$ cat config.mk
export PLATFORM = sky130hd
export DESIGN_NAME = tpm_motor_pwm
export DESIGN_NICKNAME = d
export VERILOG_FILES = /design/src/tpm_pkg.sv /design/src/tpm_motor_pwm.sv
export VERILOG_INCLUDE_DIRS = /design/src
export SDC_FILE = /design/constraint.sdc
export NUM_CORES = 1
export LEC_CHECK = 0
export BUFFER_PORTS_ARGS = -buffer_cell sky130_fd_sc_hd__buf_2
export CORE_MARGIN = 3
export CORE_UTILIZATION = 45
export DETAILED_ROUTE_END_ITERATION = 16
export PLACE_DENSITY = 0.73
export SYNTH_ARGS = -nofsm -noshare
export SYNTH_HDL_FRONTEND = slang
export SYNTH_SLANG_ARGS = --single-unit
$ cat constraint.sdc
create_clock -name clk_sys_i -period 2.77 [get_ports clk_sys_i]
set_input_delay 0.277 -clock clk_sys_i [delete_from_list [all_inputs] [get_ports clk_sys_i]]
set_output_delay 0.277 -clock clk_sys_i [all_outputs]
set_load 0.01 [all_outputs]
$ cat src/tpm_defines.svh
// Register offsets, field positions, reset values and timing counts of the motor PWM.
`ifndef TPM_DEFINES_SVH
`define TPM_DEFINES_SVH

// ----------------------------------------------------------------------------
// Register byte offsets
// ----------------------------------------------------------------------------
`define TPM_ADDR_W 8
`define TPM_DATA_W 32
`define TPM_OFS_CTRL 8'h00
`define TPM_OFS_PERIOD 8'h04
`define TPM_OFS_DUTY0 8'h08
`define TPM_OFS_DEAD 8'h20
`define TPM_OFS_STATUS 8'h24
`define TPM_OFS_COUNT 8'h28
`define TPM_OFS_TRIG0 8'h2c

// ----------------------------------------------------------------------------
// Field positions
// ----------------------------------------------------------------------------
`define TPM_CTRL_RUN 0
`define TPM_CTRL_UPDOWN 1
`define TPM_CTRL_MOTOR 2
`define TPM_CTRL_MMODE_LO 3
`define TPM_CTRL_MMODE_HI 4
`define TPM_CTRL_OLS_LO 8
`define TPM_CTRL_OLS_HI 13
`define TPM_DEAD_CNT_HI 7
`define TPM_DEAD_PRESC 8
`define TPM_DEAD_EN 15
`define TPM_ST_BOTTOM 6
`define TPM_ST_PERIOD 7
`define TPM_ST_DOWN 15
`define TPM_TRIG_SEL_LO 16
`define TPM_TRIG_SEL_HI 17

// ----------------------------------------------------------------------------
// Reset values and timing
// ----------------------------------------------------------------------------
`define TPM_OLS_RESET 6'h38
`define TPM_PERIOD_RESET 16'hffff
`define TPM_DT_SCALE_SLOW 4
`define TPM_DT_SCALE_FAST 2
`define TPM_DT_CYC_W 12

`endif

$ cat src/tpm_pkg.sv
// Types shared by the motor PWM block.
`default_nettype none
package tpm_pkg;

    // Motor operating modes.
    typedef enum logic [1:0] {
        TPM_MM_TWO_SYM = 2'h0,
        TPM_MM_ONE_ASYM = 2'h1,
        TPM_MM_ONE_SYM = 2'h2,
        TPM_MM_SPARE = 2'h3
    } tpm_mmode_e;

    // Run control fields.
    typedef struct packed {
        logic [5:0] output_level_select;
        tpm_mmode_e motor_mode;
        logic motor_pulse_unit;
        logic updown;
        logic run_start_bit;
    } tpm_ctrl_s;

    // Dead-time configuration fields.
    typedef struct packed {
        logic dead_time_enable;
        logic dead_time_prescale_select;
        logic [7:0] dead_time_count;
    } tpm_dead_s;

    // One ADC trigger timing point.
    typedef struct packed {
        logic [1:0] trigger_match_select;
        logic [15:0] match;
    } tpm_trig_s;

endpackage
`default_nettype wire

$ cat src/tpm_motor_pwm.sv
// Three-channel motor PWM generator with dead time, short protection and ADC triggers.
//
// Function
// - Three pairs, six outputs, independent normal channels.
// - Stopped: all outputs held low.
// - Running: counter counts up to period.
// - Normal mode: first period has no pulse.
// - Up mode: active until counter reaches duty.
// - Up/down period is 2 x period cycles; up is period + 1.
// - Pair opposite by default; polarity selectable.
// - Three motor modes; one-channel modes start with the low side high.
// - Two-channel symmetric: up sets, down clears.
// - Asymmetric: high duty sets, low duty clears.
// - One-channel symmetric: high duty sets, clears.
// - One-channel modes: low side inverts high.
// - Dead time on every change to active in one-channel modes.
// - Dead time is count times 4 or 16.
// - Duty match masks; counter end unmasks.
// - No dead time in two-channel symmetric.
// - Six triggers emit ADC start pulses.
// - Every timing event can request interrupt.
// - Both internal sides high forces both low.
// - Duty flags show trigger match when enabled.
// - Period flag set by event, write-one clears.
`timescale 1ns/100ps
`default_nettype none
`include "tpm_defines.svh"

module tpm_motor_pwm
    import tpm_pkg::*;
(
    input wire logic clk_sys_i,
    input wire logic nrst_i,
    input wire logic [`TPM_ADDR_W-1:0] reg_addr_i,
    input wire logic [`TPM_DATA_W-1:0] reg_wdata_i,
    input wire logic reg_wr_i,
    input wire logic reg_rd_i,
    output logic [`TPM_DATA_W-1:0] reg_rdata_o,
    output logic [5:0] pwm_o,
    output logic [5:0] adc_soc_o,
    output logic irq_o
);

    // ------------------------------------------------------------------------
    // Register storage
    // ------------------------------------------------------------------------
    tpm_ctrl_s ctrl;
    tpm_dead_s dead;
    tpm_trig_s trig [6];
    logic [15:0] period_value;
    logic [15:0] duty [6];
    logic [7:0] status;
    logic [15:0] cnt;
    logic count_down;
    logic first_period;
    logic [5:0] mlvl;
    logic [2:0] dt_busy;
    logic [`TPM_DT_CYC_W-1:0] dt_cyc [3];

    // ------------------------------------------------------------------------
    // Address decode
    // ------------------------------------------------------------------------
    // Writes to unmapped offsets match no decode and are dropped.
    wire logic wr_ctrl = reg_wr_i && (reg_addr_i == `TPM_OFS_CTRL);
    wire logic wr_period = reg_wr_i && (reg_addr_i == `TPM_OFS_PERIOD);
    wire logic wr_dead = reg_wr_i && (reg_addr_i == `TPM_OFS_DEAD);
    wire logic wr_status = reg_wr_i && (reg_addr_i == `TPM_OFS_STATUS);
    wire logic running = ctrl.run_start_bit;
    wire logic motor = ctrl.motor_pulse_unit;
    // Motor modes need the down slope, so they force up/down counting.
    wire logic updown_eff = ctrl.updown | motor;
    wire logic at_top = !count_down && (cnt >= period_value);
    wire logic at_bottom = count_down && (cnt == 16'h0000);
    wire logic period_evt = running && at_top;
    wire logic bottom_evt = running && at_bottom;
    wire logic period_end = updown_eff ? bottom_evt : period_evt;
    wire logic dt_allowed = motor && dead.dead_time_enable &&
                            (ctrl.motor_mode != TPM_MM_TWO_SYM);
    // Dead time in clock cycles, count scaled by 4 or 16.
    // dead time scaling
    wire logic [`TPM_DT_CYC_W-1:0] dt_target = dead.dead_time_prescale_select ?
        {dead.dead_time_count, 4'h0} : {2'h0, dead.dead_time_count, 2'h0};

    logic [5:0] up_match;
    logic [5:0] dn_match;
    logic [5:0] duty_evt;
    logic [5:0] trig_evt;
    logic [5:0] normal_lvl;
    logic [5:0] next_mlvl;
    logic [5:0] int_lvl;
    logic [5:0] safe_lvl;
    logic [5:0] wr_duty;
    logic [5:0] wr_trig;
    logic [`TPM_DATA_W-1:0] rd_duty [6];
    logic [`TPM_DATA_W-1:0] rd_trig [6];
    logic [2:0] h_change;

    // ------------------------------------------------------------------------
    // Per-output matches, normal levels and triggers
    // ------------------------------------------------------------------------
    genvar gi;
    generate
        for (gi = 0; gi < 6; gi = gi + 1) begin : g_out
            localparam logic [7:0] OFS_D = `TPM_OFS_DUTY0 + 8'(gi * 4);
            localparam logic [7:0] OFS_T = `TPM_OFS_TRIG0 + 8'(gi * 4);
            assign wr_duty[gi] = reg_wr_i && (reg_addr_i == OFS_D);
            assign wr_trig[gi] = reg_wr_i && (reg_addr_i == OFS_T);
            assign rd_duty[gi] = (reg_addr_i == OFS_D) ? {16'h0000, duty[gi]} : 32'h0;
            assign rd_trig[gi] = (reg_addr_i == OFS_T) ?
                {14'h0000, trig[gi].trigger_match_select, trig[gi].match} : 32'h0;
            assign up_match[gi] = running && !count_down && (cnt == duty[gi]);
            assign dn_match[gi] = running && count_down && (cnt == duty[gi]);
            assign duty_evt[gi] = up_match[gi] | dn_match[gi];
            assign normal_lvl[gi] = running && !first_period && (cnt < duty[gi]);
            // Triggers ignore the first period, so conversions may start at once.
            // trigger match select
            assign trig_evt[gi] = running && (cnt == trig[gi].match) &&
                ((trig[gi].trigger_match_select[0] && !count_down) ||
                 (trig[gi].trigger_match_select[1] && count_down));
        end
    endgenerate

    // ------------------------------------------------------------------------
    // Per-channel motor levels, dead time and short protection
    // ------------------------------------------------------------------------
    genvar gc;
    generate
        for (gc = 0; gc < 3; gc = gc + 1) begin : g_ch
            logic nh;
            logic nl;
            // Without a match on either slope, the present level is kept.
            always_comb begin
                nh = mlvl[gc];
                nl = mlvl[gc+3];
                unique case (ctrl.motor_mode)
                    TPM_MM_ONE_ASYM: begin
                        if (up_match[gc]) begin
                            nh = 1'b1;
                        end else if (dn_match[gc+3]) begin
                            nh = 1'b0;
                        end
                        nl = !nh;
                    end
                    TPM_MM_ONE_SYM, TPM_MM_SPARE: begin
                        if (up_match[gc]) begin
                            nh = 1'b1;
                        end else if (dn_match[gc]) begin
                            nh = 1'b0;
                        end
                        nl = !nh;
                    end
                    default: begin
                        if (up_match[gc]) begin
                            nh = 1'b1;
                        end else if (dn_match[gc]) begin
                            nh = 1'b0;
                        end
                        if (up_match[gc+3]) begin
                            nl = 1'b1;
                        end else if (dn_match[gc+3]) begin
                            nl = 1'b0;
                        end
                    end
                endcase
            end
            assign next_mlvl[gc] = running && motor && nh;
            assign next_mlvl[gc+3] = running && motor && nl;
            // Each high-side edge drives one side toward active, so each needs dead time.
            assign h_change[gc] = next_mlvl[gc] != mlvl[gc];

            // A change during a mask restarts it, so the last edge gets a full gap.
            // dead-time mask counter
            always_ff @(posedge clk_sys_i or negedge nrst_i) begin
                if (!nrst_i) begin
                    dt_busy[gc] <= 1'b0;
                    dt_cyc[gc] <= '0;
                end else if (!dt_allowed || !running) begin
                    dt_busy[gc] <= 1'b0;
                    dt_cyc[gc] <= '0;
                end else if (h_change[gc]) begin
                    dt_busy[gc] <= (dt_target != '0);
                    dt_cyc[gc] <= '0;
                end else if (dt_busy[gc]) begin
                    dt_cyc[gc] <= dt_cyc[gc] + 1'b1;
                    dt_busy[gc] <= (dt_cyc[gc] + 1'b1) != dt_target;
                end
            end

            assign int_lvl[gc] = motor ? (mlvl[gc] && !(dt_busy[gc] && dt_allowed))
                                       : normal_lvl[gc];
            assign int_lvl[gc+3] = motor ? (mlvl[gc+3] && !(dt_busy[gc] && dt_allowed))
                                         : normal_lvl[gc+3];
            // Protection acts on internal levels, so inverted pins still turn off.
            // short protection
            assign safe_lvl[gc] = int_lvl[gc] && !int_lvl[gc+3];
            assign safe_lvl[gc+3] = int_lvl[gc+3] && !int_lvl[gc];
        end
    endgenerate

    // ------------------------------------------------------------------------
    // Period counter
    // ------------------------------------------------------------------------
    // A zero period holds the counter at zero instead of wrapping.
    // count up then optionally down.
    always_ff @(posedge clk_sys_i or negedge nrst_i) begin
        if (!nrst_i) begin
            cnt <= 16'h0000;
            count_down <= 1'b0;
        end else if (!running) begin
            cnt <= 16'h0000;
            count_down <= 1'b0;
        end else if (at_top) begin
            count_down <= updown_eff && (period_value != 16'h0000);
            cnt <= (updown_eff && period_value != 16'h0000) ? period_value - 16'h0001
                                                             : 16'h0000;
        end else if (at_bottom) begin
            count_down <= 1'b0;
            cnt <= (period_value != 16'h0000) ? 16'h0001 : 16'h0000;
        end else if (count_down) begin
            cnt <= cnt - 16'h0001;
        end else begin
            cnt <= cnt + 16'h0001;
        end
    end

    always_ff @(posedge clk_sys_i or negedge nrst_i) begin
        if (!nrst_i) begin
            first_period <= 1'b1;
        end else if (!running) begin
            first_period <= 1'b1;
        end else if (period_end) begin
            first_period <= 1'b0;
        end
    end

    // Motor level state.
    always_ff @(posedge clk_sys_i or negedge nrst_i) begin
        if (!nrst_i) begin
            mlvl <= 6'h00;
        end else begin
            mlvl <= next_mlvl;
        end
    end

    // ------------------------------------------------------------------------
    // Outputs
    // ------------------------------------------------------------------------
    // The output register lags the counter by one cycle, two in motor modes; users must allow for it.
    // polarity then stop gating; registered to keep pins glitch free.
    always_ff @(posedge clk_sys_i or negedge nrst_i) begin
        if (!nrst_i) begin
            pwm_o <= 6'h00;
            adc_soc_o <= 6'h00;
        end else begin
            pwm_o <= running ? (safe_lvl ^ ctrl.output_level_select) : 6'h00;
            adc_soc_o <= trig_evt;
        end
    end

    // ------------------------------------------------------------------------
    // Configuration registers
    // ------------------------------------------------------------------------
    always_ff @(posedge clk_sys_i or negedge nrst_i) begin
        if (!nrst_i) begin
            ctrl <= '{output_level_select: `TPM_OLS_RESET, motor_mode: TPM_MM_TWO_SYM,
                      motor_pulse_unit: 1'b0, updown: 1'b0, run_start_bit: 1'b0};
            dead <= '0;
            period_value <= `TPM_PERIOD_RESET;
        end else begin
            if (wr_ctrl) begin
                ctrl.run_start_bit <= reg_wdata_i[`TPM_CTRL_RUN];
                ctrl.updown <= reg_wdata_i[`TPM_CTRL_UPDOWN];
                ctrl.motor_pulse_unit <= reg_wdata_i[`TPM_CTRL_MOTOR];
                ctrl.motor_mode <= tpm_mmode_e'(
                    reg_wdata_i[`TPM_CTRL_MMODE_HI:`TPM_CTRL_MMODE_LO]);
                ctrl.output_level_select <= reg_wdata_i[`TPM_CTRL_OLS_HI:`TPM_CTRL_OLS_LO];
            end
            if (wr_dead) begin
                dead.dead_time_enable <= reg_wdata_i[`TPM_DEAD_EN];
                dead.dead_time_prescale_select <= reg_wdata_i[`TPM_DEAD_PRESC];
                dead.dead_time_count <= reg_wdata_i[`TPM_DEAD_CNT_HI:0];
            end
            // Period writes act at once; there is no shadow register.
            if (wr_period) begin
                period_value <= reg_wdata_i[15:0];
            end
        end
    end

    // Duty and trigger tables.
    always_ff @(posedge clk_sys_i or negedge nrst_i) begin
        if (!nrst_i) begin
            for (int i = 0; i < 6; i++) begin
                duty[i] <= 16'h0000;
                trig[i] <= '0;
            end
        end else begin
            for (int i = 0; i < 6; i++) begin
                if (wr_duty[i]) begin
                    duty[i] <= reg_wdata_i[15:0];
                end
                if (wr_trig[i]) begin
                    trig[i] <= reg_wdata_i[`TPM_TRIG_SEL_HI:0];
                end
            end
        end
    end

    // ------------------------------------------------------------------------
    // Event status
    // ------------------------------------------------------------------------
    logic [7:0] set_bits;
    always_comb begin
        set_bits = {period_evt, bottom_evt, 6'h00};
        for (int i = 0; i < 6; i++) begin
            set_bits[i] = (trig[i].trigger_match_select == 2'h0) ? duty_evt[i] : trig_evt[i];
        end
    end

    // Write-one-to-clear lets software acknowledge one event and keep others.
    // write one clears; a same-cycle event wins over the clear.
    always_ff @(posedge clk_sys_i or negedge nrst_i) begin
        if (!nrst_i) begin
            status <= 8'h00;
        end else begin
            status <= (status & ~(wr_status ? reg_wdata_i[7:0] : 8'h00)) | set_bits;
        end
    end

    // No mask: every flag raises the request, so unused flags must be cleared.
    // interrupt request
    assign irq_o = |status;

    // ------------------------------------------------------------------------
    // Read path
    // ------------------------------------------------------------------------
    logic [`TPM_DATA_W-1:0] rd_mux;
    always_comb begin
        rd_mux = 32'h0;
        // Table words are merged first; fixed registers override them below.
        for (int i = 0; i < 6; i++) begin
            rd_mux = rd_mux | rd_duty[i] | rd_trig[i];
        end
        unique case (reg_addr_i)
            `TPM_OFS_CTRL: rd_mux = {18'h0, ctrl.output_level_select, 3'h0,
                                     ctrl.motor_mode, ctrl.motor_pulse_unit,
                                     ctrl.updown, ctrl.run_start_bit};
            `TPM_OFS_PERIOD: rd_mux = {16'h0, period_value};
            `TPM_OFS_DEAD: rd_mux = {16'h0, dead.dead_time_enable, 6'h00,
                                     dead.dead_time_prescale_select, dead.dead_time_count};
            `TPM_OFS_STATUS: rd_mux = {16'h0, count_down, 7'h00, status};
            `TPM_OFS_COUNT: rd_mux = {16'h0, cnt};
            default: ;
        endcase
    end

    // Read data stands only in the cycle after the strobe.
    always_ff @(posedge clk_sys_i or negedge nrst_i) begin
        if (!nrst_i) begin
            reg_rdata_o <= 32'h0;
        end else begin
            reg_rdata_o <= reg_rd_i ? rd_mux : 32'h0;
        end
    end

endmodule
`default_nettype wire

### Word-level counts from Yosys, hierarchy flattened

Cells that the tools add are included.
W data, S select, Z words.

* add/sub/neg operators: 6
* $lt $le $gt $ge: 7
* equality and inequality tests: 39
* multiplexer cells: 89
* bitwise logic cells: 22
* reduce and logical (&&, ||, !) cells: 132

Operator list (count)
* $eq A16 B16 Y1: 12
* $mux W16: 11
* $mux W12: 10
* $mux W18: 6
* $lt A16 B16 Y1: 6
* $logic_and A1 B1 Y1: 90
* $or A18 B16 Y18: 5
* $or A18 B18 Y18: 5
* $pmux W18 S5: 1
* $eq A8 B6 Y1 const B: 8
* $mux W1: 52
* $add A12 B1 Y12 const B: 3
* $ne A12 B12 Y1: 3
* $eq A8 B5 Y1 const B: 4
* $mux W32: 1
* $sub A16 B1 Y16 const B: 2
* $logic_not A1 Y1: 19
* $or A16 B18 Y18: 1
* $add A16 B1 Y16 const B: 1
* $eq A8 B4 Y1 const B: 2
* $ge A16 B16 Y1: 1
* $logic_not A16 Y1: 1
* $reduce_bool A16 Y1: 1
* $logic_not A2 Y1: 6
* 22 further kinds: 44

* bits in registers: 356
* bits of input ports: 44
* output and inout port bits: 45
* logic and storage cells: 336

### Longest topological paths before layout

Gate-level depths: netlist of the first run.

* word-level depth: 15
* depth in mapped cells: 11
* mapped depth without buffers: 9

### Least setup slack after synthesis of the first run

No wires, ideal clock.

* path type: flip-flop to flip-flop
* start: reg cnt[0]
* end: reg cnt[10]
* library setup time: 135 ps
* arrival: 2840 ps
* data required time: 2635 ps
* setup slack: -204 ps
* stages on the path, launching flop included: 12
* path buffers: 2
* clock period less this slack: 2974 ps
* path through: dfrtp_1 > clkbuf_1 > inv_1 > ha_1 > nand2b_1 > a211oi_1 > o21bai_1 > a221o_1 > a31o_2 > nand3_1 > clkbuf_1 > o22ai_1

* word-level cells in the longest chain between the ends: 5
* elaborated cells on any way between the ends: 10
* classes of those cells: add/sub (2); order compare (1); mux (4); reduce/logical (3)

RTL lines
* from (decl): RTL line tpm_motor_pwm.sv:53 `logic [15:0] cnt;`
* from (signal assigned): RTL line tpm_motor_pwm.sv:214 `cnt <= (updown_eff && period_value != 16'h0000) ? period_value - 16'h0001`
* from (signal assigned): RTL line tpm_motor_pwm.sv:218 `cnt <= (period_value != 16'h0000) ? 16'h0001 : 16'h0000;`
* from (signal assigned): RTL line tpm_motor_pwm.sv:220 `cnt <= cnt - 16'h0001;`
* $add A16 B1 Y16 (tied with other cells): RTL line tpm_motor_pwm.sv:222 `cnt <= cnt + 16'h0001;`
* $mux W16 / $logic_and A1 B1 Y1 (equally long branches): RTL line tpm_motor_pwm.sv:219, tpm_motor_pwm.sv:73
* $mux W16: RTL line tpm_motor_pwm.sv:216 `end else if (at_bottom) begin`
* $mux W16 (*): RTL line tpm_motor_pwm.sv:212 `end else if (at_top) begin`
* $mux W16 (*): RTL line tpm_motor_pwm.sv:209 `end else if (!running) begin`

Every way passes the cells marked *; elsewhere a longest branch is shown, timed or not.
A chain may end at the register's enable or synchronous reset.

### Worst setup path after layout of the first run

* start: reg cnt[11]
* end: reg dt_busy[0]

* word-level cells in the longest chain between the ends: 10
* elaborated cells on any way between the ends: 16
* classes of those cells: eq/ne (3); mux (9); reduce/logical (4)

RTL lines
* $eq A16 B16 Y1, on equally long branches: RTL line tpm_motor_pwm.sv:111, tpm_motor_pwm.sv:112
* $logic_and A1 B1 Y1: RTL line tpm_motor_pwm.sv:112 `assign dn_match[gi] = running && count_down && (cnt == duty[gi]);`
* $mux W1, on equally long branches: RTL line tpm_motor_pwm.sv:147, tpm_motor_pwm.sv:155, tpm_motor_pwm.sv:139
* $mux W1, on equally long branches: RTL line tpm_motor_pwm.sv:153, tpm_motor_pwm.sv:137
* $mux W1: RTL line tpm_motor_pwm.sv:135 `unique case (ctrl.motor_mode)`
* $pmux W1 S2 (*): RTL line tpm_motor_pwm.sv:135
* $logic_and A1 B1 Y1 (*): RTL line tpm_motor_pwm.sv:166 `assign next_mlvl[gc] = running && motor && nh;`
* $ne A1 B1 Y1 (*): RTL line tpm_motor_pwm.sv:169 `assign h_change[gc] = next_mlvl[gc] != mlvl[gc];`
* $mux W1 (*): RTL line tpm_motor_pwm.sv:180 `end else if (h_change[gc]) begin`
* $mux W1 (*): RTL line tpm_motor_pwm.sv:177 `end else if (!dt_allowed || !running) begin`
* to (signal, indexed assignment): RTL line tpm_motor_pwm.sv:181 `dt_busy[gc] <= (dt_target != '0);`
* to (signal, indexed assignment): RTL line tpm_motor_pwm.sv:185 `dt_busy[gc] <= (dt_cyc[gc] + 1'b1) != dt_target;`
* to (decl): RTL line tpm_motor_pwm.sv:57 `logic [2:0] dt_busy;`

Every way passes the cells marked *; elsewhere a longest branch is shown, timed or not. The select of a mux whose other input is x is not followed.

==> flow_summary.yaml, run 1 <==
synth:
  ys_seq_area_frac: 0.403
  synth_edf_count: 0
  synth_top_area_frac: 0.379
  yosys.area.top_type: "dfrtp_1"
  yosysUniqueCellTypes: 75
  yosysWarnings: 0
  synth_cells: 2069
  syn_area_sq_um: 21300
  synth.area.top_cells: "dfrtp_1 (38%), mux2_2 (13%), ha_1 (7.7%), xor2_1 (4.4%), xnor2_1 (3.6%)"
  synthArstFlopShare: 1.00
  ys.flop_type: "dfrtp_1"
  ys_ff_latch: 342
  post_synth.cell_area_avg_sq_um: 10.3
power_and_ir_drop:
  leakagePower_nw: 11.8
  intPower_w: 0.00968
  power.density_nw_per_um2: 532
  clockPowerShare: 0.451
  p_sw_frac: 0.271
  switchingPower_w: 0.00360
  seqPwrFrac: 0.414
  pwr-share-comb: 0.135
  ir_drop_uv: 403
routing:
  wirelength_um: 80900
  drt_iter0_drc: 2198
  num_vias: 18200
  vias_per_cell: 6.32
  wl_per_cell_um: 28.1
  drc: 0
  dr.pass1.iters: 6
  antenna_left: 0
place:
  gp_congestion: 1.02
  dp_cells: 2794
  postPlaceCellArea_sq_um: 23300
  portBuffers: 60
  dp_hpwl_um: 60500
critical_path:
  rr_startpoint: "cnt[11]"
  critPathRequiredTime_ps: 3290
  path_buf_inv: 3
  cp_slowest_stage_delay_ps: 510
  crit_type: "register to register"
  slowest_stage: "dfrtp_1"
  cp_max_fo: 6
  start_kind: "register"
  cpMostUsedCell: "buf_4"
  cp_cell_sequence: "buf_4 -> ha_1 -> nand4_1 -> nor4_1 -> buf_4 -> mux2_2 -> a31oi_2 -> buf_4 -> a22oi_1 -> o31a_1"
  critPathTopFamily: "simple AND/OR/NAND/NOR gates"
  endpoint_kind: "register"
  regToRegEndpoint: "dt_busy[0]"
  r2r_cells: 10
  critPathArrivalTime_ps: 3230
  reg2reg_slack_ps: 50
global_routing:
  antenna_found_initial: 2
  grt_max_degree: 76
  grt_pass1_wl_um: 118000
  grt_util_all_layers: 0.320
  grt_overflow: 0
  grt_pass1_vias: 17900
timing:
  rsz0062_at_grt: "no"
  relSlewSlack: 0.516
  finalHoldViolCount: 0
  setup-tns-final_ps: 0
  period_share: 0.980
  setup_viol: 0
  post-route-min-period_ps: 2720
  finalClockSkew_ps: 26.0
  tightest_slew_ps: 720
  hold_slack_ps: 52.5
  fmax_mhz: 368
  maxSlewViolCount: 0
die:
  start_util: 0.456
  rows: 79
  design.portCount: 89
  die_area_sq_um: 49900
  coreArea_sq_um: 46700
  dieHeight_um: 223
  die_w_um: 223
final_layout:
  final_area_sq_um: 25000
  final_cells: 2875
  drive_gt1_frac: 0.272
  nNetsFinal: 2412
  fin_util: 0.535
  nFillCells: 4152
  syn_to_final_growth_pct: 17.3
clocking:
  cts.sinks: 342
  cts.clk_slew.worst_paths_ps: 60
  htreeDepth: 2
  clock_latency_ps: 580
  cts_tree: "yes"
  cts.path.max_buffers: 3
  cts_buffers: 41
  cts-root-buf: "clkbuf_16"
worst_hold_path:
  min_path_cells: 2
  hp-start: "reg_wdata_i[16]"
  hold_end: "trig[70]"
  hold_class: "input pin to register"
outcome:
  status: "finished, final reports clean"
flow_run:
  cap_viol_max_count: 0
[how the worst max path moves through the flow]
stage / slack [ps] / end / depth (start not counted) / start
floorplan: 7 / cnt[10] / 11 / cnt[0]
global placement: -220 / dt_cyc[23] / 10 / cnt[10]
detailed placement: -240 / dt_cyc[15] / 10 / cnt[13]
CTS: 5 / dt_cyc[5] / 9 / cnt[14]
global route: 4 / dt_busy[1] / 8 / dead[8]
finish: 50 / dt_busy[0] / 10 / cnt[11]
[Yosys cell counts, types with 8 or more instances]
master / count
dfrtp_1: 322
mux2_2: 247
ha_1: 131
nand2_1: 123
inv_1: 122
xor2_1: 108
nor2_1: 99
xnor2_1: 88
a22oi_1: 81
clkbuf_1: 81
nand4_1: 63
nand3_1: 56
a21oi_1: 51
nor4_1: 45
o21ai_0: 42
a21o_1: 26
buf_2: 25
o21a_1: 23
nor3_1: 22
mux2i_1: 21
o22ai_1: 21
dfstp_2: 20
a22o_1: 18
a221oi_1: 16
and3_1: 16
a31oi_1: 14
buf_4: 14
nand2b_1: 13
nor2b_1: 12
a222oi_1: 10
o211ai_1: 10
a211o_1: 9
o31a_1: 9
a211oi_1: 8
[per-stage QoR]
step / setup slack (ps) / power (W)
6_report: 54.6 / 0.0133
5_1_grt: 4.47 / 0.0137
4_1_cts: 4.73 / 0.0132
3_5_place_dp: -244 / 0.00723
3_3_place_gp: -221 / 0.00720
2_1_floorplan: 6.73 / 0.00640
[registers in the layout, indices dropped and copies added, names as in the netlist, 3 cells and up]
| register | count |
|---|---|
| adc_soc_o | 6 |
| cnt | 16 |
| ctrl | 9 |
| dead | 10 |
| dt_busy | 3 |
| dt_cyc | 36 |
| duty | 96 |
| mlvl | 6 |
| period_value | 16 |
| pwm_o | 6 |
| reg_rdata_o | 18 |
| status | 8 |
| trig | 108 |
[logic make-up after synthesis]
| family | share of synthesized area |
|---|---|
| DFF | 0.403 |
| muxes | 0.142 |
| adders and majority gates | 0.0779 |
| xor gates and xnor gates | 0.0806 |
| AOI/OAI and AO/OA | 0.129 |
| buffers and inverters | 0.0490 |
| and+or+nand+nor | 0.118 |
| other | 0.000176 |
[power groups by stage]
stage	registers [W]	logic, W	clock network, W
after global routing	0.00551	0.00190	0.00625
after global placement	0.00557	0.00163	0
final	0.00550	0.00179	0.00599
after detailed placement	0.00557	0.00166	0
after CTS	0.00549	0.00169	0.00605
after floorplan	0.00546	0.000943	0
[cell usage in the layout (no fill, tap or decap), types with 13 or more instances in the layout]
| master | n |
|---|---|
| dfrtp_1 | 313 |
| mux2_2 | 247 |
| buf_4 | 161 |
| ha_1 | 131 |
| inv_1 | 122 |
| nand2_1 | 122 |
| xor2_1 | 108 |
| nor2_1 | 98 |
| xnor2_1 | 88 |
| a22oi_1 | 81 |
| nand4_1 | 63 |
| buf_2 | 59 |
| nand3_1 | 54 |
| a21oi_1 | 49 |
| clkbuf_16 | 43 |
| nor4_1 | 41 |
| o21ai_0 | 39 |
| a21o_1 | 26 |
| o21a_1 | 23 |
| nor3_1 | 22 |
| o22ai_1 | 21 |
| mux2i_1 | 21 |
| dfstp_2 | 20 |
| a22o_1 | 18 |
| and3_1 | 16 |
| a221oi_1 | 15 |
| buf_12 | 15 |
| conb_1 | 14 |
| nand2b_1 | 13 |
[what timing repair did]
action	4_1_cts	5_1_grt
hold endpoints to repair	66	0
setup endpoints to repair	31	58
setup buffers	1	4
hold buffers	1	0
pin swaps	2	6
resized for setup	7	27
cloned	0	0
[final cells by class]
| cell class | instances | area, sq um | share of cell area |
|---|---|---|---|
| inverter | 123 | 464 | 0.0186 |
| multi-input combinational | 1489 | 11800 | 0.473 |
| sequential | 342 | 8590 | 0.344 |
| clock inverter | 14 | 253 | 0.0101 |
| timing repair buffer | 239 | 1850 | 0.0741 |
| antenna | 2 | 5.00 | 0.000200 |
| tap | 607 | 759 | 0.0304 |
| clock buffer | 59 | 1230 | 0.0491 |
[layer usage]
layer / GRT usage / wire (um) / part of all wire / up-vias
li1: - / - / - / 7849
met1: 0.435 / 33100 / 0.41 / 9063
met2: 0.478 / 35300 / 0.44 / 1036
met3: 0.0830 / 8350 / 0.10 / 210
met4: 0.149 / 4140 / 0.051 / 0
met5: 0 / 0 / 0 / -
[worst reg2reg max path, delay by kind of cell (launching register included)]
family,cells,cell delay [ps]
buf+inv,3,590
simple gates,2,590
flops,1,510
compound gates,3,480
fa+ha+maj,1,300
mux,1,170
Power figures use the tool's default switching activity.
==> inputs of run 2 (changes only) <==
- RECOVER_POWER: not set -> 100
==> flow_summary.yaml, run 2 (same netlist as run 1, synthesis figures left out) <==
global_routing:
  grt_pass1_vias: 17900
  grt_pass1_wl_um: 118000
  grt_max_degree: 76
  grt_util_all_layers: 0.320
  grt_overflow: 0
  antenna_found_initial: 3
place:
  gp_congestion: 1.02
  postPlaceCellArea_sq_um: 23300
  portBuffers: 60
  dp_hpwl_um: 60500
  dpl_worst_slack_ps: -244
timing:
  maxSlewViolCount: 70
  finalClockSkew_ps: 22.7
  period_share: 0.989
  finalHoldViolCount: 0
  fin_ws_ps: 29.4
  rsz0062_at_grt: "no"
  tightest_slew_ps: 2270
  relSlewSlack: -0.514
  post-route-min-period_ps: 2740
  setup_viol: 0
  fmax_mhz: 365
flow_run:
  cap_viol_max_count: 1
final_layout:
  syn_to_final_growth_pct: 16.2
  largest_register: "trig"
  reg_top3: "trig x108, duty x96, dt_cyc x36"
  seqCellArea_sq_um: 8590
  multi_input_area_sq_um: 11800
  final_common_cell: "dfrtp_1"
  mostFrequentLayoutCells: "dfrtp_1 (313), mux2_2 (245), ha_1 (131)"
  nFillCells: 4209
  nNetsFinal: 2412
  largest_reg_flops: 108
  drive_gt1_frac: 0.242
  final_area_sq_um: 24700
routing:
  drt_iter0_drc: 2347
  num_vias: 18200
  wl_per_cell_um: 28.1
  wirelength_um: 80800
  antenna_left: 0
  dr.pass1.iters: 6
  drc: 0
  vias_per_cell: 6.32
power_and_ir_drop:
  ir_drop_uv: 406
  power_w: 0.0133
  power.density_nw_per_um2: 536
  leakagePower_nw: 11.6
die:
  design.portCount: 89
  rows: 79
  die_w_um: 223
  die_area_sq_um: 49900
  start_util: 0.456
  coreArea_sq_um: 46700
  dieHeight_um: 223
clocking:
  cts-root-buf: "clkbuf_16"
  cts.clk_slew.worst_paths_ps: 60
  htreeDepth: 2
  cts_buffers: 41
  cts_tree: "yes"
  cts.sinks: 342
  clock_latency_ps: 580
  cts.path.max_buffers: 3
worst_hold_path:
  hp-start: "reg_wdata_i[16]"
  hold_class: "input pin to register"
outcome:
  status: "finished with violations"
  violations: "capacitance limit, slew limit"
critical_path:
  start_kind: "register"
  cp_max_fo: 12
  rr_startpoint: "cnt[11]"
  endpoint_kind: "register"
  critPathRequiredTime_ps: 3230
  reg2reg_slack_ps: 30
  crit_type: "register to register"
  startpoint: "cnt[11]"
  critPathArrivalTime_ps: 3200
-- run 2: cell count changes in the layout (fill, tap and decap cells not counted), sizes merged --
cell,before,now
clkbuf,59,134
buf,238,163
-- run 2: report_power, final --
group	internal (W)	switching (W)	total, W
Combinational	0.000720	0.00105	0.00177
Clock	0.00372	0.00227	0.00599
Sequential	0.00523	0.000274	0.00550
-- run 2: area by class of cell --
type / instances / area share
multi-input cells: 1489 / 0.476
flip-flops and latches: 342 / 0.347
repair buffers: 239 / 0.0672
clock buffers: 59 / 0.0496
well taps: 607 / 0.0307
inverters: 123 / 0.0188
clock inverters: 14 / 0.0102
diodes: 2 / 0.000202
-- run 2: final timing paths --
path | to | cells past startpoint
setup reg to reg | dt_cyc[15] | 10
hold reg to reg | duty[26] | 1
max in group asynchronous | cnt[10] | 3
min in group asynchronous | dt_cyc[11] | 2
setup / recovery | dt_cyc[15] | 10
hold / removal | trig[70] | 2
-- run 2: worst max-delay path, stage by stage, from the launching register on --
cell and delay, ps:
dfrtp_1 510, ha_1 370, nand4_1 240, nor4_4 380, buf_4 180, nand2_1 60
mux2_2 300, o31a_1 270, nand3_2 120, buf_12 140, nor2_1 50
-- run 2: timing repair --
| action | CTS | global route |
|---|---|---|
| hold buffers | 1 | 0 |
| pin swaps | 2 | 6 |
| gates resized for setup | 7 | 27 |
| hold endpoints to repair | 66 | 0 |
| setup endpoints to repair | 31 | 58 |
| buffers inserted | 1 | 4 |
-- run 2: metrics by stage --
stage                     cells  TNS [ps]   util  hold WS (ps)
after floorplan            2082         0      -         -18.6
after global placement     2794     -3310  0.500           322
after detailed placement   2794     -4310  0.500           324
after CTS                  2869         0  0.532          37.6
after global routing       2873         0  0.530          62.1
final                      2875         0  0.530          54.2
-- run 2: routing by layer --
| metal | wire length [um] | part of all wire | track usage |
|---|---|---|---|
| met5 | 7 | 0.000087 | 0 |
| met4 | 4400 | 0.054 | 0.149 |
| met3 | 8000 | 0.099 | 0.0830 |
| met2 | 35100 | 0.43 | 0.478 |
| met1 | 33300 | 0.41 | 0.435 |
